**src/logic/dcs_pkg.sv**
```systemverilog
// package: constants, register map and carrier types of the dma control/status front end
//
// Overview of operation
// - the alternate structures start at the upper half of the table and that address is readable.
// - channel control lives in system memory and the written base address reads back with its low 10 bits cleared.
// - with the global enable off no operation happens until the enable is set again.
// - a transfer error raises the error interrupt and the error status reads non-zero while pending.
// - a software clear of the error status removes the pending error so it reads zero.
// - a 32-bit channel interrupt status has one bit per channel and many bits may be set.
// - a clear with a 32-bit channel mask clears each masked status bit and leaves the others.
// - on completion a channel disables itself and its mode becomes stop.
package dcs_pkg;
    localparam int          DCS_ADDR_W       = 8;
    localparam int          DCS_DATA_W       = 32;
    localparam int          DCS_CHAN_N       = 32;
    localparam int          DCS_TABLE_ALIGN  = 1024;
    localparam int          DCS_ALIGN_BITS   = $clog2(DCS_TABLE_ALIGN);

    // register offsets (byte addresses)
    localparam logic [7:0]  DCS_OFS_CTRL     = 8'h00;
    localparam logic [7:0]  DCS_OFS_BASE     = 8'h04;
    localparam logic [7:0]  DCS_OFS_ALT_BASE = 8'h08;
    localparam logic [7:0]  DCS_OFS_CH_EN    = 8'h0c;
    localparam logic [7:0]  DCS_OFS_CH_STOP  = 8'h10;
    localparam logic [7:0]  DCS_OFS_ERR      = 8'h14;
    localparam logic [7:0]  DCS_OFS_CH_IRQ   = 8'h18;
    localparam logic [7:0]  DCS_OFS_CH_MASK  = 8'h1c;
    localparam logic [7:0]  DCS_OFS_ERR_MASK = 8'h20;
    localparam logic [7:0]  DCS_OFS_ID       = 8'h24;

    // field positions
    localparam int          DCS_CTRL_EN_BIT  = 0;
    localparam int          DCS_ERR_BIT      = 0;

    // reset values
    localparam logic [31:0] DCS_RST_BASE     = 32'h0000_0000;
    localparam logic [31:0] DCS_RST_ZERO     = 32'h0000_0000;
    // arbitrary identity value
    localparam logic [31:0] DCS_ID_VALUE     = 32'h0000_a5a5;

    typedef struct packed {
        logic [DCS_ADDR_W-1:0] addr;
        logic [DCS_DATA_W-1:0] wdata;
        logic                  wr;
        logic                  rd;
    } dcs_bus_req_type;

    typedef struct packed {
        logic [DCS_CHAN_N-1:0] done;
        logic                  error;
    } dcs_engine_evt_type;

    typedef enum logic [1:0] {
        DCS_OFF,
        DCS_RUN
    } dcs_state_type;
endpackage

```
**src/logic/dcs_top.sv**
```systemverilog
// design: global control, table base and interrupt status of the dma controller
//
// Our own choices: the strobed register port and the address map.
`timescale 1ns/1ps
module dcs_top #(
    parameter int CHAN_N = dcs_pkg::DCS_CHAN_N
) (
    input  wire logic                         sys_clk_in,
    input  wire logic                         srst_in,
    input  wire dcs_pkg::dcs_bus_req_type     bus_req_in,
    output logic [dcs_pkg::DCS_DATA_W-1:0]    bus_rdata_out,
    input  wire dcs_pkg::dcs_engine_evt_type  engine_evt_in,
    output logic                              engine_run_out,
    output logic [CHAN_N-1:0]                 chan_active_out,
    output logic [31:0]                       control_table_base_pointer_out,
    output logic                              irq_out,
    output logic                              err_irq_out
);
    import dcs_pkg::*;

    // ****************************************
    // state
    // ****************************************
    dcs_state_type           state;
    dcs_state_type           next_state;
    logic [31:0]             control_table_base_pointer;
    logic [31:0]             next_control_table_base_pointer;
    logic [CHAN_N-1:0]       chan_en;
    logic [CHAN_N-1:0]       next_chan_en;
    logic [CHAN_N-1:0]       chan_stop;
    logic [CHAN_N-1:0]       next_chan_stop;
    logic [CHAN_N-1:0]       channel_interrupt_status;
    logic [CHAN_N-1:0]       next_channel_interrupt_status;
    logic [CHAN_N-1:0]       chan_mask;
    logic [CHAN_N-1:0]       next_chan_mask;
    logic                    err_pending;
    logic                    next_err_pending;
    logic                    err_mask;
    logic                    next_err_mask;
    logic [31:0]             rdata;
    logic [31:0]             next_rdata;
    logic                    running;
    logic [CHAN_N-1:0]       done_q;
    logic [CHAN_N-1:0]       channel_clear_mask;
    logic                    ctrl_wr;
    logic                    base_wr;
    logic                    chan_en_wr;
    logic                    chan_mask_wr;
    logic                    err_mask_wr;
    logic                    err_clr;
    logic                    err_set;
    logic [CHAN_N-1:0]       chan_irq_hits;
    logic [31:0]             ctrl_word;
    logic [31:0]             chan_en_word;
    logic [31:0]             chan_stop_word;
    logic [31:0]             err_word;
    logic [31:0]             chan_irq_word;
    logic [31:0]             chan_mask_word;
    logic [31:0]             err_mask_word;

    // ****************************************
    // helper functions
    // ****************************************
    function automatic logic hit(input logic [7:0] ofs, input dcs_bus_req_type r);
        return r.addr == ofs;
    endfunction

    // half-way point of the table, sized from the channel count
    function automatic logic [31:0] alt_base(input logic [31:0] base);
        return base + 32'(CHAN_N * 16);
    endfunction

    // channel vectors widened to one bus word
    function automatic logic [31:0] pad_word(input logic [CHAN_N-1:0] v);
        return 32'(v);
    endfunction

    // ****************************************
    // event qualification
    // ****************************************
    // gated engine
    assign running  = (state == DCS_RUN);
    assign done_q   = running ? engine_evt_in.done[CHAN_N-1:0] & chan_en : '0;
    assign channel_clear_mask = (bus_req_in.wr && hit(DCS_OFS_CH_IRQ, bus_req_in))
                                ? bus_req_in.wdata[CHAN_N-1:0] : '0;

    // ****************************************
    // write decode
    // ****************************************
    assign ctrl_wr      = bus_req_in.wr && hit(DCS_OFS_CTRL, bus_req_in);
    assign base_wr      = bus_req_in.wr && hit(DCS_OFS_BASE, bus_req_in);
    assign chan_en_wr   = bus_req_in.wr && hit(DCS_OFS_CH_EN, bus_req_in);
    assign chan_mask_wr = bus_req_in.wr && hit(DCS_OFS_CH_MASK, bus_req_in);
    assign err_mask_wr  = bus_req_in.wr && hit(DCS_OFS_ERR_MASK, bus_req_in);
    assign err_clr      = bus_req_in.wr && hit(DCS_OFS_ERR, bus_req_in) && bus_req_in.wdata[DCS_ERR_BIT];
    assign err_set      = running && engine_evt_in.error;

    // ****************************************
    // readable words
    // ****************************************
    assign ctrl_word      = {31'h0000_0000, running};
    assign chan_en_word   = pad_word(chan_en);
    assign chan_stop_word = pad_word(chan_stop);
    assign err_word       = {31'h0000_0000, err_pending};
    assign chan_irq_word  = pad_word(channel_interrupt_status);
    assign chan_mask_word = pad_word(chan_mask);
    assign err_mask_word  = {31'h0000_0000, err_mask};

    // ****************************************
    // global enable
    // ****************************************
    // disable freezes channel state rather than clearing it
    always_comb begin
        next_state = state;
        case (state)
            DCS_OFF: begin
                if (ctrl_wr && bus_req_in.wdata[DCS_CTRL_EN_BIT]) begin
                    next_state = DCS_RUN;
                end
            end
            DCS_RUN: begin
                if (ctrl_wr && !bus_req_in.wdata[DCS_CTRL_EN_BIT]) begin
                    next_state = DCS_OFF;
                end
            end
            default: begin
                next_state = DCS_OFF;
            end
        endcase
    end

    always_ff @(posedge sys_clk_in) begin
        if (srst_in) begin
            state <= DCS_OFF;
        end else begin
            state <= next_state;
        end
    end

    // ****************************************
    // table base
    // ****************************************
    // low bits forced to zero keep the table on its boundary
    always_comb begin
        next_control_table_base_pointer = control_table_base_pointer;
        if (base_wr) begin
            next_control_table_base_pointer = {bus_req_in.wdata[31:DCS_ALIGN_BITS], DCS_ALIGN_BITS'(0)};
        end
    end

    always_ff @(posedge sys_clk_in) begin
        if (srst_in) begin
            control_table_base_pointer <= DCS_RST_BASE;
        end else begin
            control_table_base_pointer <= next_control_table_base_pointer;
        end
    end

    // ****************************************
    // channel enable and stop mode
    // ****************************************
    // a completion beats an enable write in the same cycle
    always_comb begin
        next_chan_en   = chan_en;
        next_chan_stop = chan_stop;
        if (chan_en_wr) begin
            next_chan_en   = chan_en | bus_req_in.wdata[CHAN_N-1:0];
            next_chan_stop = chan_stop & ~bus_req_in.wdata[CHAN_N-1:0];
        end
        next_chan_en   = next_chan_en & ~done_q;
        next_chan_stop = next_chan_stop | done_q;
    end

    always_ff @(posedge sys_clk_in) begin
        if (srst_in) begin
            chan_en   <= '0;
            chan_stop <= '0;
        end else begin
            chan_en   <= next_chan_en;
            chan_stop <= next_chan_stop;
        end
    end

    // ****************************************
    // channel interrupt status
    // ****************************************
    always_comb begin
        next_channel_interrupt_status = (channel_interrupt_status & ~channel_clear_mask) | done_q;
    end

    always_ff @(posedge sys_clk_in) begin
        if (srst_in) begin
            channel_interrupt_status <= '0;
        end else begin
            channel_interrupt_status <= next_channel_interrupt_status;
        end
    end

    // ****************************************
    // channel interrupt mask
    // ****************************************
    always_comb begin
        next_chan_mask = chan_mask;
        if (chan_mask_wr) begin
            next_chan_mask = bus_req_in.wdata[CHAN_N-1:0];
        end
    end

    always_ff @(posedge sys_clk_in) begin
        if (srst_in) begin
            chan_mask <= '0;
        end else begin
            chan_mask <= next_chan_mask;
        end
    end

    // ****************************************
    // error status
    // ****************************************
    always_comb begin
        next_err_pending = err_pending;
        if (err_clr) begin
            next_err_pending = 1'b0;
        end
        if (err_set) begin
            next_err_pending = 1'b1;
        end
    end

    always_ff @(posedge sys_clk_in) begin
        if (srst_in) begin
            err_pending <= 1'b0;
        end else begin
            err_pending <= next_err_pending;
        end
    end

    // ****************************************
    // error mask
    // ****************************************
    always_comb begin
        next_err_mask = err_mask;
        if (err_mask_wr) begin
            next_err_mask = bus_req_in.wdata[DCS_ERR_BIT];
        end
    end

    always_ff @(posedge sys_clk_in) begin
        if (srst_in) begin
            err_mask <= 1'b0;
        end else begin
            err_mask <= next_err_mask;
        end
    end

    // ****************************************
    // read mux
    // ****************************************
    always_comb begin
        next_rdata = DCS_RST_ZERO;
        if (bus_req_in.rd) begin
            case (bus_req_in.addr)
                DCS_OFS_CTRL:     next_rdata = ctrl_word;
                DCS_OFS_BASE:     next_rdata = control_table_base_pointer;
                DCS_OFS_ALT_BASE: next_rdata = alt_base(control_table_base_pointer);
                DCS_OFS_CH_EN:    next_rdata = chan_en_word;
                DCS_OFS_CH_STOP:  next_rdata = chan_stop_word;
                DCS_OFS_ERR:      next_rdata = err_word;
                DCS_OFS_CH_IRQ:   next_rdata = chan_irq_word;
                DCS_OFS_CH_MASK:  next_rdata = chan_mask_word;
                DCS_OFS_ERR_MASK: next_rdata = err_mask_word;
                DCS_OFS_ID:       next_rdata = DCS_ID_VALUE;
                default:          next_rdata = DCS_RST_ZERO;
            endcase
        end
    end

    // ****************************************
    // read data register
    // ****************************************
    always_ff @(posedge sys_clk_in) begin
        if (srst_in) begin
            rdata <= DCS_RST_ZERO;
        end else begin
            rdata <= next_rdata;
        end
    end

    // ****************************************
    // outputs and interrupts
    // ****************************************
    assign bus_rdata_out                  = rdata;
    assign engine_run_out                 = running;
    assign chan_active_out                = running ? chan_en : '0;
    assign control_table_base_pointer_out = control_table_base_pointer;
    assign chan_irq_hits                  = channel_interrupt_status & chan_mask;
    assign err_irq_out                    = err_pending & err_mask;
    assign irq_out                        = |chan_irq_hits | err_irq_out;
endmodule

```
**config.mk**
```make
export PLATFORM = sky130hd
export DESIGN_NAME = dcs_top
export DESIGN_NICKNAME = d
export VERILOG_FILES = /design/src/logic/dcs_pkg.sv /design/src/logic/dcs_top.sv
export SDC_FILE = /design/constraint.sdc
export NUM_CORES = 1
export LEC_CHECK = 0
export BUFFER_PORTS_ARGS = -buffer_cell sky130_fd_sc_hd__buf_4
export CAP_MARGIN = 20
export CORE_UTILIZATION = 40
export DETAILED_ROUTE_END_ITERATION = 7
export PLACE_DENSITY = 0.64
export REMOVE_ABC_BUFFERS = 1
export SLEW_MARGIN = 0
export SYNTH_ARGS = -nofsm -noshare
export SYNTH_HDL_FRONTEND = slang
export SYNTH_SLANG_ARGS = --single-unit
export TNS_END_PERCENT = 5
```
**constraint.sdc**
```tcl
create_clock -name sys_clk_in -period 2.1 [get_ports sys_clk_in]
set_input_delay 0.105 -clock sys_clk_in [delete_from_list [all_inputs] [get_ports sys_clk_in]]
set_output_delay 0.105 -clock sys_clk_in [all_outputs]
set_load 0.02 [all_outputs]
```
==> results of run 1 <==
## cell type report
| cell class | count | area (um^2) |
|---|---|---|
| clock inverters | 12 | 164 |
| clock buffers | 20 | 457 |
| well taps | 265 | 332 |
| flip-flops and latches | 185 | 3700 |
| inverters | 32 | 120 |
| repair buffers | 276 | 2320 |
| fillers | 1831 | 8660 |
| multi-input cells | 689 | 3890 |
## placed cells by master, fill, tap and decap left out, types with 8 or more instances in the layout
master / instances
sky130_fd_sc_hd__dlygate4sd3_1: 72
sky130_fd_sc_hd__nor2_1: 8
sky130_fd_sc_hd__o21ai_1: 16
sky130_fd_sc_hd__nand2_1: 230
sky130_fd_sc_hd__a21o_1: 11
sky130_fd_sc_hd__nand3_1: 17
sky130_fd_sc_hd__a21oi_1: 147
sky130_fd_sc_hd__clkbuf_16: 17
sky130_fd_sc_hd__conb_1: 10
sky130_fd_sc_hd__inv_1: 32
sky130_fd_sc_hd__a221oi_1: 34
sky130_fd_sc_hd__dfxtp_1: 184
sky130_fd_sc_hd__a22o_1: 34
sky130_fd_sc_hd__o21ai_0: 22
sky130_fd_sc_hd__buf_4: 198
sky130_fd_sc_hd__nand4_1: 37
sky130_fd_sc_hd__a22oi_1: 30
sky130_fd_sc_hd__a32o_1: 14
sky130_fd_sc_hd__and2_1: 37
## synth_stat cells (2+ instances only)
library cell                 n  share of area (%)
sky130_fd_sc_hd__a21o_1     11                1.0
sky130_fd_sc_hd__a21oi_1   147                9.1
sky130_fd_sc_hd__a221oi_1   38                4.1
sky130_fd_sc_hd__a22o_1     34                3.7
sky130_fd_sc_hd__a22oi_1    30                2.8
sky130_fd_sc_hd__a31oi_1     6               0.46
sky130_fd_sc_hd__a32o_1     14                1.7
sky130_fd_sc_hd__and2_1     37                2.9
sky130_fd_sc_hd__and3_1      3               0.23
sky130_fd_sc_hd__buf_2      23                1.4
sky130_fd_sc_hd__buf_4      16                1.5
sky130_fd_sc_hd__buf_6       2               0.28
sky130_fd_sc_hd__clkbuf_1   47                2.2
sky130_fd_sc_hd__clkbuf_2    2               0.12
sky130_fd_sc_hd__dfxtp_1   185                 46
sky130_fd_sc_hd__inv_1      32                1.5
sky130_fd_sc_hd__mux2_2      4               0.56
sky130_fd_sc_hd__mux2i_1     2               0.25
sky130_fd_sc_hd__nand2_1   230                 11
sky130_fd_sc_hd__nand3_1    17                1.1
sky130_fd_sc_hd__nand3b_1    3               0.28
sky130_fd_sc_hd__nand4_1    37                2.9
sky130_fd_sc_hd__nor2_1      8               0.37
sky130_fd_sc_hd__nor3_1      3               0.19
sky130_fd_sc_hd__nor4_4      2               0.53
sky130_fd_sc_hd__nor4b_1     2               0.22
sky130_fd_sc_hd__nor4b_4     2               0.59
sky130_fd_sc_hd__o21ai_0    22                1.4
sky130_fd_sc_hd__o21ai_1    16               0.99
## metal layers
metal / up-vias / routed length [um] / track usage (%)
li1: 3936 / - / -
met1: 3969 / 12200 / 36.1
met2: 332 / 13100 / 43.7
met3: 48 / 1860 / 4.70
met4: 0 / 598 / 9.31
met5: - / 0 / 0
## cell families after synthesis
family | after synthesis
and+or+nand+nor | 351
muxes | 6
xor gates and xnor gates | 1
buffers and inverters | 123
other | 1
DFF | 185
AOI/OAI and AO/OA | 321
## worst max-delay path: stages (launching register included)
cell	delay [ns]
sky130_fd_sc_hd__dfxtp_2	0.32
sky130_fd_sc_hd__a22o_1	0.26
sky130_fd_sc_hd__a221oi_4	0.26
sky130_fd_sc_hd__nand4_1	0.13
sky130_fd_sc_hd__or3_4	0.41
sky130_fd_sc_hd__buf_6	0.14
## registers in the layout, indices dropped and copies added, names as in the netlist
register	cells
bus_rdata_out	32
chan_en	32
chan_irq_word	32
chan_mask	32
chan_stop	32
control_table_base_pointer_out	22
err_mask	1
err_pending	1
state	1
## through the flow
step	TNS [ns]	hold slack, ns	util, %
after floorplan	-88.61	0.174	-
after global placement	0	0.313	48.8
after detailed placement	0	0.314	48.8
after CTS	0	0.0832	55.9
after global routing	-0.0395	0.123	55.9
final	0	0.0966	55.9
## power by group through the flow
stage               Sequential [mW]  Combinational (mW)  Clock [mW]
floorplan                      3.59              0.0895           0
global placement               3.59               0.427           0
CTS                            3.51               0.525        3.45
global route                   3.51               0.566        3.58
finish                         3.51               0.534        3.41
detailed placement             3.59               0.427           0
## final timing paths
path                                startpoint      endpoint  cells after the start
worst max-delay path             chan_mask[25]       irq_out                      5
worst min-delay path            bus_req_in[39]      err_mask                      4
worst max register to register        state[0]    chan_en[8]                      4
worst min register to register    chan_stop[7]  chan_stop[7]                      2
## timing repair
action,CTS,global route
setup endpoints to repair,1,1
pin swaps,4,2
hold endpoints to repair,153,0
hold buffers,72,0
resized for setup,9,0
buffers inserted,1,0
==> impl.org, run 1 <==
** Synthesis
- Number of standard cells after synthesis :: around 1000
- Post-synthesis simple-gate area fraction :: between 20 and 25%
- Cell area after synthesis :: between 8000 and 9000 um^2
- Yosys printed 0 warnings.
- Synthesized flop and latch total :: 185
- Share of cell area taken by muxes after synthesis :: less than 1%
- Synth async-reset ratio :: 0%
- In the synthesized netlist the dominant register cell turns out to be sky130_fd_sc_hd__dfxtp_1.
- XOR/XNOR Fraction of Synth Area :: 0.108%
- Combinational family with the most area after synthesis :: compound AO/OA/AOI/OAI gates
- After synthesis, flip-flops and latches occupy around 46% of the total area.
- Count of flip-flops with a built-in enable after synthesis :: 0
- Summing the areas of all fa, ha and maj instances in the mapped netlist gives 0% of the synthesized area.
- The synthesized netlist contains between 40 and 50 unique library cells.
- In this run the mean area of a mapped cell was 8.18 um^2.
- Compound-gate portion of the synthesized area :: 25.6%

** Routing
- Routed vias :: around 8300
- For this block, the routed nets add up to roughly 28000 um of wire.
- Number of DRC violations after detailed-routing iteration 0 :: between 700 and 800
- The detail route stage leaves a number of antenna-violating nets equal to 0.
- After detailed routing, the number of remaining DRC violations is 0.
- The first TritonRoute pass finished after 5 iterations.
- Via-per-instance ratio :: 5.60
- WL/cell :: about 19 um

** Clock network
- The clock passes through at most 2 buffers.
- At the later pin of the worst-skew pair, clock insertion delay measures about 0.44 ns.
- After clock tree synthesis, the clock-pin slew on the worst setup and hold paths is 0.07 ns.
- TritonCTS built the clock tree.
- The clock drives 185 sinks.
- Number of buffers created by CTS :: 17
- CTS placed an instance of sky130_fd_sc_hd__clkbuf_16 at the clock tree root.
- H-tree depth reported by CTS :: 4

** Global routing
- Overall fraction of global-route tracks in use :: between 20% and 30%
- Overflow left after global routing :: 0
- The first global-routing pass estimated about 43000 um of wire.
- The via count of the first global-routing pass came to between 7000 and 8000.
- The number of antenna violations at the first check in global routing came to 0.
- Entering global routing, the biggest net connects 154 pins.

** STA
- In the post-route analysis, the smallest setup slack over all paths is 0.0333 ns.
- For the finished layout, the period the worst path requires is 2.07 ns.
- Period utilization :: around 98%
- Setup repair after global routing missed its margin :: yes
- Peak Freq :: 484 MHz
- Slew at the pin with the worst max-slew slack :: slightly below 0.8 ns
- Worst-case headroom to the max-slew limit :: approximately 48%
- The number of hold violations in the final report was 0.
- Max Clock Skew :: approximately 0.011 ns
- Setup violations remaining at the end of the flow were counted as 0.
- Final-report max-slew violation count :: 0

** Worst setup path
- The critical path is of the reg -> out type.
- The worst setup path is captured at a primary output.
- The worst setup path is launched from a flip-flop.
- Reg-to-reg setup timing slack :: about 0.35 ns
- Required time at the worst-slack endpoint :: 2.00 ns
- Crit path arrival time :: 1.96 ns
- Of all nets on the critical path, the largest fanout is 2.

** Power and ir drop
- The clock network burns around 46% of the power.
- Cell internal power was estimated by the tool at 5.69 mW.
- VDD IR-drop max :: 0.549 mV
- In this run the static leakage power is 3.97 nW.
- Sw frac :: 23.6%
- Total Power :: between 7 and 8 mW
- Share of power burned in registers :: 47.1%
- Combinational logic is responsible for 7.2% of the overall power.
- Power per Cell Area :: ~680 nW/um^2
- Switching power :: roughly 1.8 mW

** Placed design
- At the end of routability-driven placement, the weighted congestion stood at about 0.8.
- After legalization and detailed placement, the total HPWL measured between 15000 and 20000 um.
- The placed instances occupy a cell area of between 9000 and 10000 um^2.
- Worst setup slack before clock tree synthesis :: 0.286 ns
- Port buffering added around 170 buffers.
- Cells after DPL :: 1374

** Floorplan
- Boundary pin count :: about 180
- The die is between 100 and 150 um wide.
- DIE HEIGHT :: 144 um
- Initial core utilization :: a little over 40%
- The floorplan step defined a core boundary enclosing slightly below 20000 um^2.
- Die outline area :: just over 20000 um^2
- Row generation in the floorplan step produced 51 rows.

** Job
- The tool flagged a number of max-cap violations equal to 0.

** Hold path
- In this run the worst hold path is classified as in -> reg.

** Final layout
- Number of nets in the finished design :: 1278
- Inserted Diodes :: 0
- After routing the design area is ~11000 um^2.
- From synthesis to final layout, the design area changed by 36.0%.
- Once layout is complete, the cells apart from fillers number 1479.
- Of the cells placed in the final design, the portion with a size suffix greater than 1 is about a fifth.

** Outcome
- Result of the run :: finished clean
Note: power is estimated with default switching activity, not from simulation.
==> run 2, diff against run 1 <==
--- a/config.mk
+++ b/config.mk
@@ -5,13 +5,13 @@
 export SDC_FILE = /design/constraint.sdc
 export NUM_CORES = 1
 export LEC_CHECK = 0
+export ABC_AREA = 1
 export BUFFER_PORTS_ARGS = -buffer_cell sky130_fd_sc_hd__buf_4
 export CAP_MARGIN = 20
 export CORE_UTILIZATION = 40
 export DETAILED_ROUTE_END_ITERATION = 7
 export PLACE_DENSITY = 0.64
-export REMOVE_ABC_BUFFERS = 1
-export SLEW_MARGIN = 0
+export SLEW_MARGIN = 30
 export SYNTH_ARGS = -nofsm -noshare
 export SYNTH_HDL_FRONTEND = slang
 export SYNTH_SLANG_ARGS = --single-unit
==> impl.org, run 2 <==
** Outcome
- The flow ran to the end, and the final reports show no timing, DRC or antenna violations.

** Clock network
- Number of setup buffers added after CTS :: 0 (-1)
- The post-CTS resize count is 0 (-9).
- The maximum clock insertion buffer count is 2 (unchanged).
- Clock slew at the register clock pins of the worst setup and hold paths :: 0.07 ns (about the same)
- TritonCTS built the clock tree.
- Buffer type at the clock tree root :: sky130_fd_sc_hd__clkbuf_16
- The number of buffers inserted by hold repair at cts came to 65 (-9.7%).
- The maximum level of the CTS H-tree was 4 (unchanged).
- The CTS sink count is 185 (unchanged).
- The total CTS buffers is 17 (unchanged).
- The clock latency reported for the late side of the worst-skew pair was 0.44 ns (about the same).

** Power and ir drop
- Switching power :: 1.76 mW (+0.11%)
- Sw frac :: 24.7% (+1.1 points)
- Internal power component :: 5.38 mW (-5.5%)
- Share of power burned in registers :: 49.2% (+2.1 points)
- The leakage power summed over all cells came to 4.84 nW (+22%).
- The combinational fraction of design power is 6.0% (-1.2 points).
- Power per Cell Area :: 664 nW/um^2 (-2.0%)
- The clock network fraction of design power is 44.8% (-0.9 points).
- The maximum VDD drop is 0.532 mV (-3.1%).
- Total Power :: 7.14 mW (-4.2%)

** Synthesis
- The post-synthesis share of cell area spent on and, or, nand and nor gates was 31.1% (+11 points).
- The count of yosys warnings during synthesis was 0 (unchanged).
- The number of synthesized flops with an enable pin was 0 (unchanged).
- Post-synthesis sequential area ratio :: 45.8% (about the same)
- The commonest cells after synthesis are sky130_fd_sc_hd__nand2_1 (353), sky130_fd_sc_hd__dfxtp_1 (185), sky130_fd_sc_hd__a21oi_1 (144), sky130_fd_sc_hd__nor2_1 (120), sky130_fd_sc_hd__nand3_1 (119).
- The synthesized area was 8080 um^2 (about the same).
- Compound-gate portion of the synthesized area :: 14.2% (-11 points)
- The number of distinct library cells after synthesis came to 20 (-52%).
- The synthesized-area fraction occupied by xor and xnor cells is 0% (-0.11 points).
- Yosys top cell by area :: sky130_fd_sc_hd__dfxtp_1
- By area the synthesized netlist is led by sky130_fd_sc_hd__dfxtp_1 (46%), sky130_fd_sc_hd__nand2_1 (16%), sky130_fd_sc_hd__a21oi_1 (8.9%).
- Synthesized flop and latch total :: 185 (unchanged)
- After synthesis, the largest family of logic cells by area is simple AND/OR/NAND/NOR gates.
- Among all flip-flop cells after synthesis, the most frequent one is sky130_fd_sc_hd__dfxtp_1.
- Share of cell area taken by muxes after synthesis :: 0% (-0.81 points)
- The per-instance average area after synthesis was 6.82 um^2 (-17%).
- The count of mapped cells out of synthesis came to 1185 (+20%).
- Synth async-reset ratio :: 0% (unchanged)
- By instance count, the leading cell after synthesis is sky130_fd_sc_hd__nand2_1.
- Area fraction of the dominant cell type after synthesis :: 45.8% (about the same)
- Post-synthesis adder-cell area fraction :: 0% (unchanged)

** Floorplan
- The total core area came to 19700 um^2 (unchanged).
- The full die area came to 20800 um^2 (about the same).
- The number of placement rows is 51 (unchanged).
- The initial core utilization was 41.1% (about the same).
- Boundary pin count :: 176 (unchanged)
- The overall die height came to 144 um (about the same).
- The horizontal extent of the die is 144 um (about the same).

** Hold path
- The worst hold path begins at engine_evt_in[18].
- The min-delay analysis places its worst path in the category in -> reg.

** Routing
- The average wire per standard cell came to 15.2 um (-19%).
- Total wire length after detailed routing :: 25300 um (-8.5%)
- Via-per-instance ratio :: 5.01 (-11%)
- The total vias in the final route is 8344 (+0.71%).
- The number of nets still failing antenna checks after routing is 0 (unchanged).
- Number of DRC violations after detailed-routing iteration 0 :: 608 (-19%)
- First-pass iteration count of the detailed router :: 5 (unchanged)
- The DRC violation count after routing was 0 (unchanged).

** STA
- The hold slack came to 0.00320 ns (-0.0934 ns).
- Peak Freq :: 562 MHz (+16%)
- Setup repair after global routing left no endpoint under its margin.
- The relative slew slack was 53.1% (+5.1 points).
- The number of hold violations in the final report came to 0 (unchanged).
- The post-route minimum period came to 1.78 ns (-0.286 ns).
- The setup clock skew after layout is 0.00964 ns (-0.00100 ns).
- The max-slew violation count came to 0 (unchanged).
- Setup Total Neg Slack :: 0 ns (unchanged)
- The share of the clock period used by the worst path after layout came to 84.8% (-14 points).
- Slew at the pin with the worst max-slew slack :: 0.703 ns (-0.0763 ns)
- Final setup viols :: 0 (unchanged)

** Worst setup path
- Cell mode on critical path :: sky130_fd_sc_hd__nand2_1
- Crit Path Category :: in -> reg
- Stage delay of the slowest cell on the critical path :: 0.60 ns (+0.19 ns)
- The data arrival time at the worst-slack endpoint is 2.09 ns (+0.13 ns).
- Critical-path cell list :: buf_4 -> inv_1 -> nand2_1 -> nor2_2 -> buf_4 -> nand2_1 -> nor2_2 -> buf_4 -> nand2_1 -> nand2_1 -> a21oi_1 -> dlygate4sd3_1
- The reg2reg setup slack was 0.42 ns (+0.07 ns).
- The slowest stage of the critical path belongs to the cell sky130_fd_sc_hd__dlygate4sd3_1.
- FF-to-FF Start :: state[0]
- The required time at the worst-slack endpoint was 2.41 ns (+0.41 ns).
- Start point of the critical path :: bus_req_in[34]
- Worst path top cell family by delay :: buffers and inverters
- The largest driver fanout on the critical path is 22 (+20).
- Kind of launch point of the worst setup path :: input pin
- The number of buffer and inverter instances along the worst setup path was 5 (+4).
- Critical Path Sink Type :: flip-flop

** Global routing
- Pin count of the biggest net entering global routing :: 130 (-16%)
- First-pass GRT wire length :: 39800 um (-6.5%)
- Via count of the first global-routing pass :: 7680 (-2.6%)
- The number of antenna violations at the first check in global routing was 0 (unchanged).
- Overflow left after global routing :: 0 (unchanged)
- The global router's overall resource usage was 25.1% (-1.9 points).

** Final layout
- Number of nets in the finished design :: 1466 (+15%)
- The number of inserted filler cells in the final layout was 1945 (+6.2%).
- Layout area overhead :: 33.1%
- The library cell used most frequently in the layout, excluding fill and tap cells, is sky130_fd_sc_hd__nand2_1.
- Leaving out fill and tap cells, the most frequent cells in the layout are sky130_fd_sc_hd__nand2_1 (353), sky130_fd_sc_hd__dfxtp_1 (185), sky130_fd_sc_hd__buf_4 (185).
- Inserted Diodes :: 0 (unchanged)
- Number of standard cells in the final layout excluding fillers :: 1667 (+13%)
- The ratio of cells with drive above 1 in the final layout is 16.8% (-4.1 points).

** Job
- The number of maximum-capacitance violations came to 0 (unchanged).

** Placed design
- The HPWL after detailed placement was 16300 um (-7.1%).
- Last weighted congestion value of the routability-driven placer :: 0.818 (about the same)
- The number of buffers inserted by port buffering came to 165 (unchanged).
- Cells after DPL :: 1570 (+14%)
run 2: worst register-to-register path: cells and delay by family (launching register included):
kind                   cells  cell delay (ns)
AOI/OAI and AO/OA          1             0.17
buffers and inverters      3             0.93
DFF                        1             0.33
and+or+nand+nor            2             0.19
run 2: layout make-up:
class / instances / area (um^2) / share of cell area (%)
clock inverters: 15 / 160 / 1.49
repair buffers: 254 / 2120 / 19.7
multi-input cells: 851 / 3710 / 34.5
flip-flops and latches: 185 / 3700 / 34.5
well taps: 265 / 332 / 3.08
inverters: 80 / 300 / 2.79
clock buffers: 17 / 425 / 3.96
run 2: path summary, 6_finish.rpt:
| kind | cells past startpoint | to |
|---|---|---|
| setup reg to reg | 6 | chan_irq_word[25] |
| hold / removal | 3 | chan_stop[17] |
| hold reg to reg | 2 | chan_stop[8] |
| setup / recovery | 12 | chan_irq_word[5] |
run 2: stage by stage:
stage	util [%]	cell area, um^2	setup slack [ns]
after floorplan	-	8110	0.567
after detailed placement	48.4	9510	0.435
after global routing	54.7	10700	0.133
after CTS	54.7	10700	0.341
after global placement	48.4	9510	0.468
final	54.7	10700	0.319
run 2: power groups by stage:
stage	combinational (mW)	sequential, mW	clock, mW
floorplan	0.156	3.59	0
global placement	0.346	3.59	0
detailed placement	0.346	3.59	0
CTS	0.425	3.51	3.23
global route	0.460	3.51	3.40
finish	0.430	3.51	3.20
run 2: kinds of logic after synthesis:
family / Yosys count
buf+inv: 158
other cells: 1
flops: 185
compound gates: 229
simple gates: 612
run 2: routing by layer:
metal	part of all wire, %	global-route usage [%]	vias to the layer above
met5	0	0	-
met4	1.8	8.57	0
met3	6.3	4.27	31
met2	47	40.9	290
met1	45	33.3	3819
li1	-	-	4204
==> run 3, diff against run 2 <==
--- a/config.mk
+++ b/config.mk
@@ -5,12 +5,12 @@
 export SDC_FILE = /design/constraint.sdc
 export NUM_CORES = 1
 export LEC_CHECK = 0
-export ABC_AREA = 1
+export ABC_AREA = 0
 export BUFFER_PORTS_ARGS = -buffer_cell sky130_fd_sc_hd__buf_4
 export CAP_MARGIN = 20
 export CORE_UTILIZATION = 40
 export DETAILED_ROUTE_END_ITERATION = 7
-export PLACE_DENSITY = 0.64
+export PLACE_DENSITY = 0.66
 export SLEW_MARGIN = 30
 export SYNTH_ARGS = -nofsm -noshare
 export SYNTH_HDL_FRONTEND = slang
==> constraint.sdc (replaced) <==
create_clock -name sys_clk_in -period 1.4 [get_ports sys_clk_in]
set_input_delay 0.07 -clock sys_clk_in [delete_from_list [all_inputs] [get_ports sys_clk_in]]
set_output_delay 0.07 -clock sys_clk_in [all_outputs]
set_load 0.02 [all_outputs]
==> impl.org, run 3 (synthesis gave the netlist of run 1 again) <==
** STA
- Final setup viols :: 1 (+1)
- The number of hold violations in the final report is 0 (unchanged).
- Setup Total Neg Slack :: -0.614 ns (-0.614 ns)
- Tightest hold margin :: 0.0370 ns (+0.0338 ns)
- The worst path uses 144% of the clock period.
- Slew at the pin with the worst max-slew slack :: 0.791 ns (+0.0877 ns)
- Slack of the critical path :: -0.614 ns (-0.933 ns)
- Setup repair after global routing missed its margin :: yes
- The relative slew slack came to 47.3% (-5.8 points).
- Counting I/O delays and the setup requirement, the final critical path takes ~2 ns.
- The setup clock skew after layout was 0.00927 ns (-0.000379 ns).
- The max-slew violation count was 0 (unchanged).
- For this run, the top clock speed supported by timing is ~500 MHz.

** Global routing
- The global router's overall resource usage is 27.4% (+2.3 points).
- The overflow left after global routing is 0 (unchanged).
- The via count of the first global-routing pass came to 7880 (+2.6%).
- First-pass GRT wire length :: 43500 um (+9.2%)
- Initial antenna violation count :: 0 (unchanged)
- Pin count of the biggest net entering global routing :: 154 (+18%)

** Routing
- WL/cell :: 18.1 um (+19%)
- The first-pass iteration count of the detailed router was 6 (+1).
- Total wire length after detailed routing :: 28200 um (+11%)
- The detailed router's first-iteration violation count was 905 (+49%).
- The number of nets still failing antenna checks after routing was 0 (unchanged).
- The via density per instance came to 5.54 (+11%).
- Routed vias :: 8612 (+3.2%)
- The DRC violation count after routing was 0 (unchanged).

** Hold path
- In this run the most critical hold path is launched from bus_req_in[38].
- The number of stages on the worst hold path was 3 (unchanged).
- Worst min path class :: in -> reg
- The path with the worst hold slack has its endpoint at bus_rdata_out[6].

** Floorplan
- Initial core utilization :: 41.1% (about the same)
- Die outline area :: 20800 um^2 (about the same)
- The horizontal extent of the die came to 144 um (about the same).
- Boundary pin count :: 176 (unchanged)
- DIE HEIGHT :: 144 um (about the same)
- Core Footprint :: 19700 um^2 (unchanged)
- The number of placement rows was 51 (unchanged).

** Final layout
- The final core area utilization is 59.4% (+4.8 points).
- The ratio of cells with drive above 1 in the final layout was 28.4% (+12 points).
- The number of nets at the end of the flow is 1354 (-7.6%).
- Leading cell type in the layout, fill and taps excluded :: sky130_fd_sc_hd__buf_4
- The area growth from synthesis to layout is 44.6%.
- Leaving out fill and tap cells, the most frequent cells in the layout are sky130_fd_sc_hd__buf_4 (269), sky130_fd_sc_hd__nand2_1 (230), sky130_fd_sc_hd__dfxtp_1 (181).
- Inserted Diodes :: 0 (unchanged)

** Power and ir drop
- Static Leak :: 4.43 nW (-8.4%)
- Total Power :: 10.8 mW (+52%)
- The combinational fraction of design power was 8.0% (+2.0 points).
- The net switching power figure is 2.61 mW (+48%).
- The power density over the cells came to 928 nW/um^2 (+40%).
- VDD IR-drop max :: 0.819 mV (+54%)
- Clock network power share :: 43.4% (-1.4 points)
- The internal portion of total power was 8.23 mW (+53%).
- The fraction of power spent switching nets came to 24.1% (-0.64 points).
- Share of power burned in registers :: 48.5% (-0.7 points)

** Job
- Number of maximum-capacitance violations :: 0 (unchanged)

** Worst setup path
- The largest incremental delay on the critical path is 0.37 ns (-0.23 ns).
- By startpoint and endpoint, the worst setup path is classified as reg -> out.
- Tracing the worst setup path back leads to its startpoint at chan_irq_word[30].
- The required time at the worst-slack endpoint is 1.33 ns (-1.08 ns).
- For this design, the slowest cell found on the critical path is sky130_fd_sc_hd__or3_4.
- Critical-path cell list :: a22o_1 -> a221oi_2 -> buf_4 -> nand4_1 -> or3_4 -> buf_6
- The startpoint identified for the worst register-to-register timing path is err_pending.
- The worst register-to-register path ends at bus_rdata_out[0].
- STA classifies the critical path startpoint as a flip-flop.
- The data arrival time at the worst-slack endpoint was 1.94 ns (-0.15 ns).
- The worst setup path is captured at a primary output.
- Reg-to-reg setup timing slack :: 0.15 ns (-0.27 ns)
- Worst-path fanout max :: 2 (-91%)
- Number of cells traversed by the worst register-to-register path :: 5 (-1)

** Placed design
- The placer's final routability congestion estimate came to 0.869 (+6.2%).
- Port buffer count :: 165 (unchanged)
- The HPWL after detailed placement came to 19400 um (+19%).

** Clock network
- Max Root-Sink Buffers :: 2 (unchanged)
- The maximum level of the CTS H-tree was 4 (unchanged).
- Source-to-sink clock delay at the later pin of the worst-skew pair :: 0.43 ns (about the same)
- Clock slew at the register clock pins of the worst setup and hold paths :: 0.07 ns (about the same)
- CTS sink cnt :: 185 (unchanged)
- CTS placed an instance of sky130_fd_sc_hd__clkbuf_16 at the clock tree root.
- TritonCTS built the clock tree.
- The setup fix buffers added after clock tree synthesis is 0 (unchanged).
- Number of buffers created by CTS :: 17 (unchanged)

** Outcome
- Result of the run :: finished, violations left
- The checks that failed: negative setup slack.
## run 3: cell count changes in the layout (fill, tap and decap cells not counted), moves of 34 or more
cell	before	now
sky130_fd_sc_hd__a22o_1	0	34
sky130_fd_sc_hd__nor2_1	118	8
sky130_fd_sc_hd__nand2_1	353	230
sky130_fd_sc_hd__inv_1	78	32
sky130_fd_sc_hd__nand3_1	119	17
sky130_fd_sc_hd__a221oi_1	0	36
sky130_fd_sc_hd__buf_4	185	269
## run 3: how the worst max path moves through the flow
| stage | to | cells after the start |
|---|---|---|
| detailed placement | irq_out | 6 |
| floorplan | chan_irq_word[12] | 6 |
| global placement | irq_out | 6 |
| global route | irq_out | 6 |
| finish | irq_out | 6 |
| CTS | irq_out | 6 |
## run 3: timing repair
| item | CTS | global route |
|---|---|---|
| hold endpoints to repair | 154 | 0 |
| hold buffers | 66 | 0 |
| resized for setup | 23 | 22 |
| endpoints found under the setup margin | 30 | 28 |
| pin swaps | 4 | 1 |
## run 3: cell type report
type / instances / area [um^2]
Fill cell: 1769 / 7970
Multi-Input combinational cell: 689 / 3940
Sequential cell: 185 / 3710
Timing Repair Buffer: 352 / 3000
Clock buffer: 20 / 457
Tap cell: 265 / 332
Inverter: 32 / 120
Clock inverter: 12 / 118
## run 3: metal layers
metal / vias up / GRT usage (%) / part of all wire [%]
met3: 40 / 4.24 / 7.7
met2: 410 / 44.0 / 46
met1: 4079 / 37.7 / 44
li1: 4083 / - / -
met5: - / 0 / 0
met4: 0 / 8.25 / 1.8
## run 3: critical path: cells and delay by family (launching register included)
| family | cells | cell delay, ns |
|---|---|---|
| AO/OA/AOI/OAI | 2 | 0.42 |
| flip-flops | 1 | 0.32 |
| AND/OR/NAND/NOR | 2 | 0.48 |
| buffers and inverters | 2 | 0.29 |
## run 3: through the flow
stage | cells | cell area [um^2] | setup WS [ns]
global route | 1555 | 11700 | -0.701
global placement | 1457 | 10300 | -0.283
CTS | 1555 | 11600 | -0.634
floorplan | 997 | 8120 | -0.0142
finish | 1555 | 11700 | -0.614
detailed placement | 1457 | 10300 | -0.299
## run 3: power by group through the flow
| stage | Sequential [mW] | Combinational (mW) | Clock (mW) |
|---|---|---|---|
| 3_3_place_gp | 5.39 | 0.702 | 0 |
| 2_1_floorplan | 5.39 | 0.290 | 0 |
| 3_5_place_dp | 5.39 | 0.707 | 0 |
| 4_1_cts | 5.26 | 0.854 | 4.76 |
| 5_1_grt | 5.26 | 0.913 | 5.01 |
| 6_report | 5.26 | 0.870 | 4.71 |
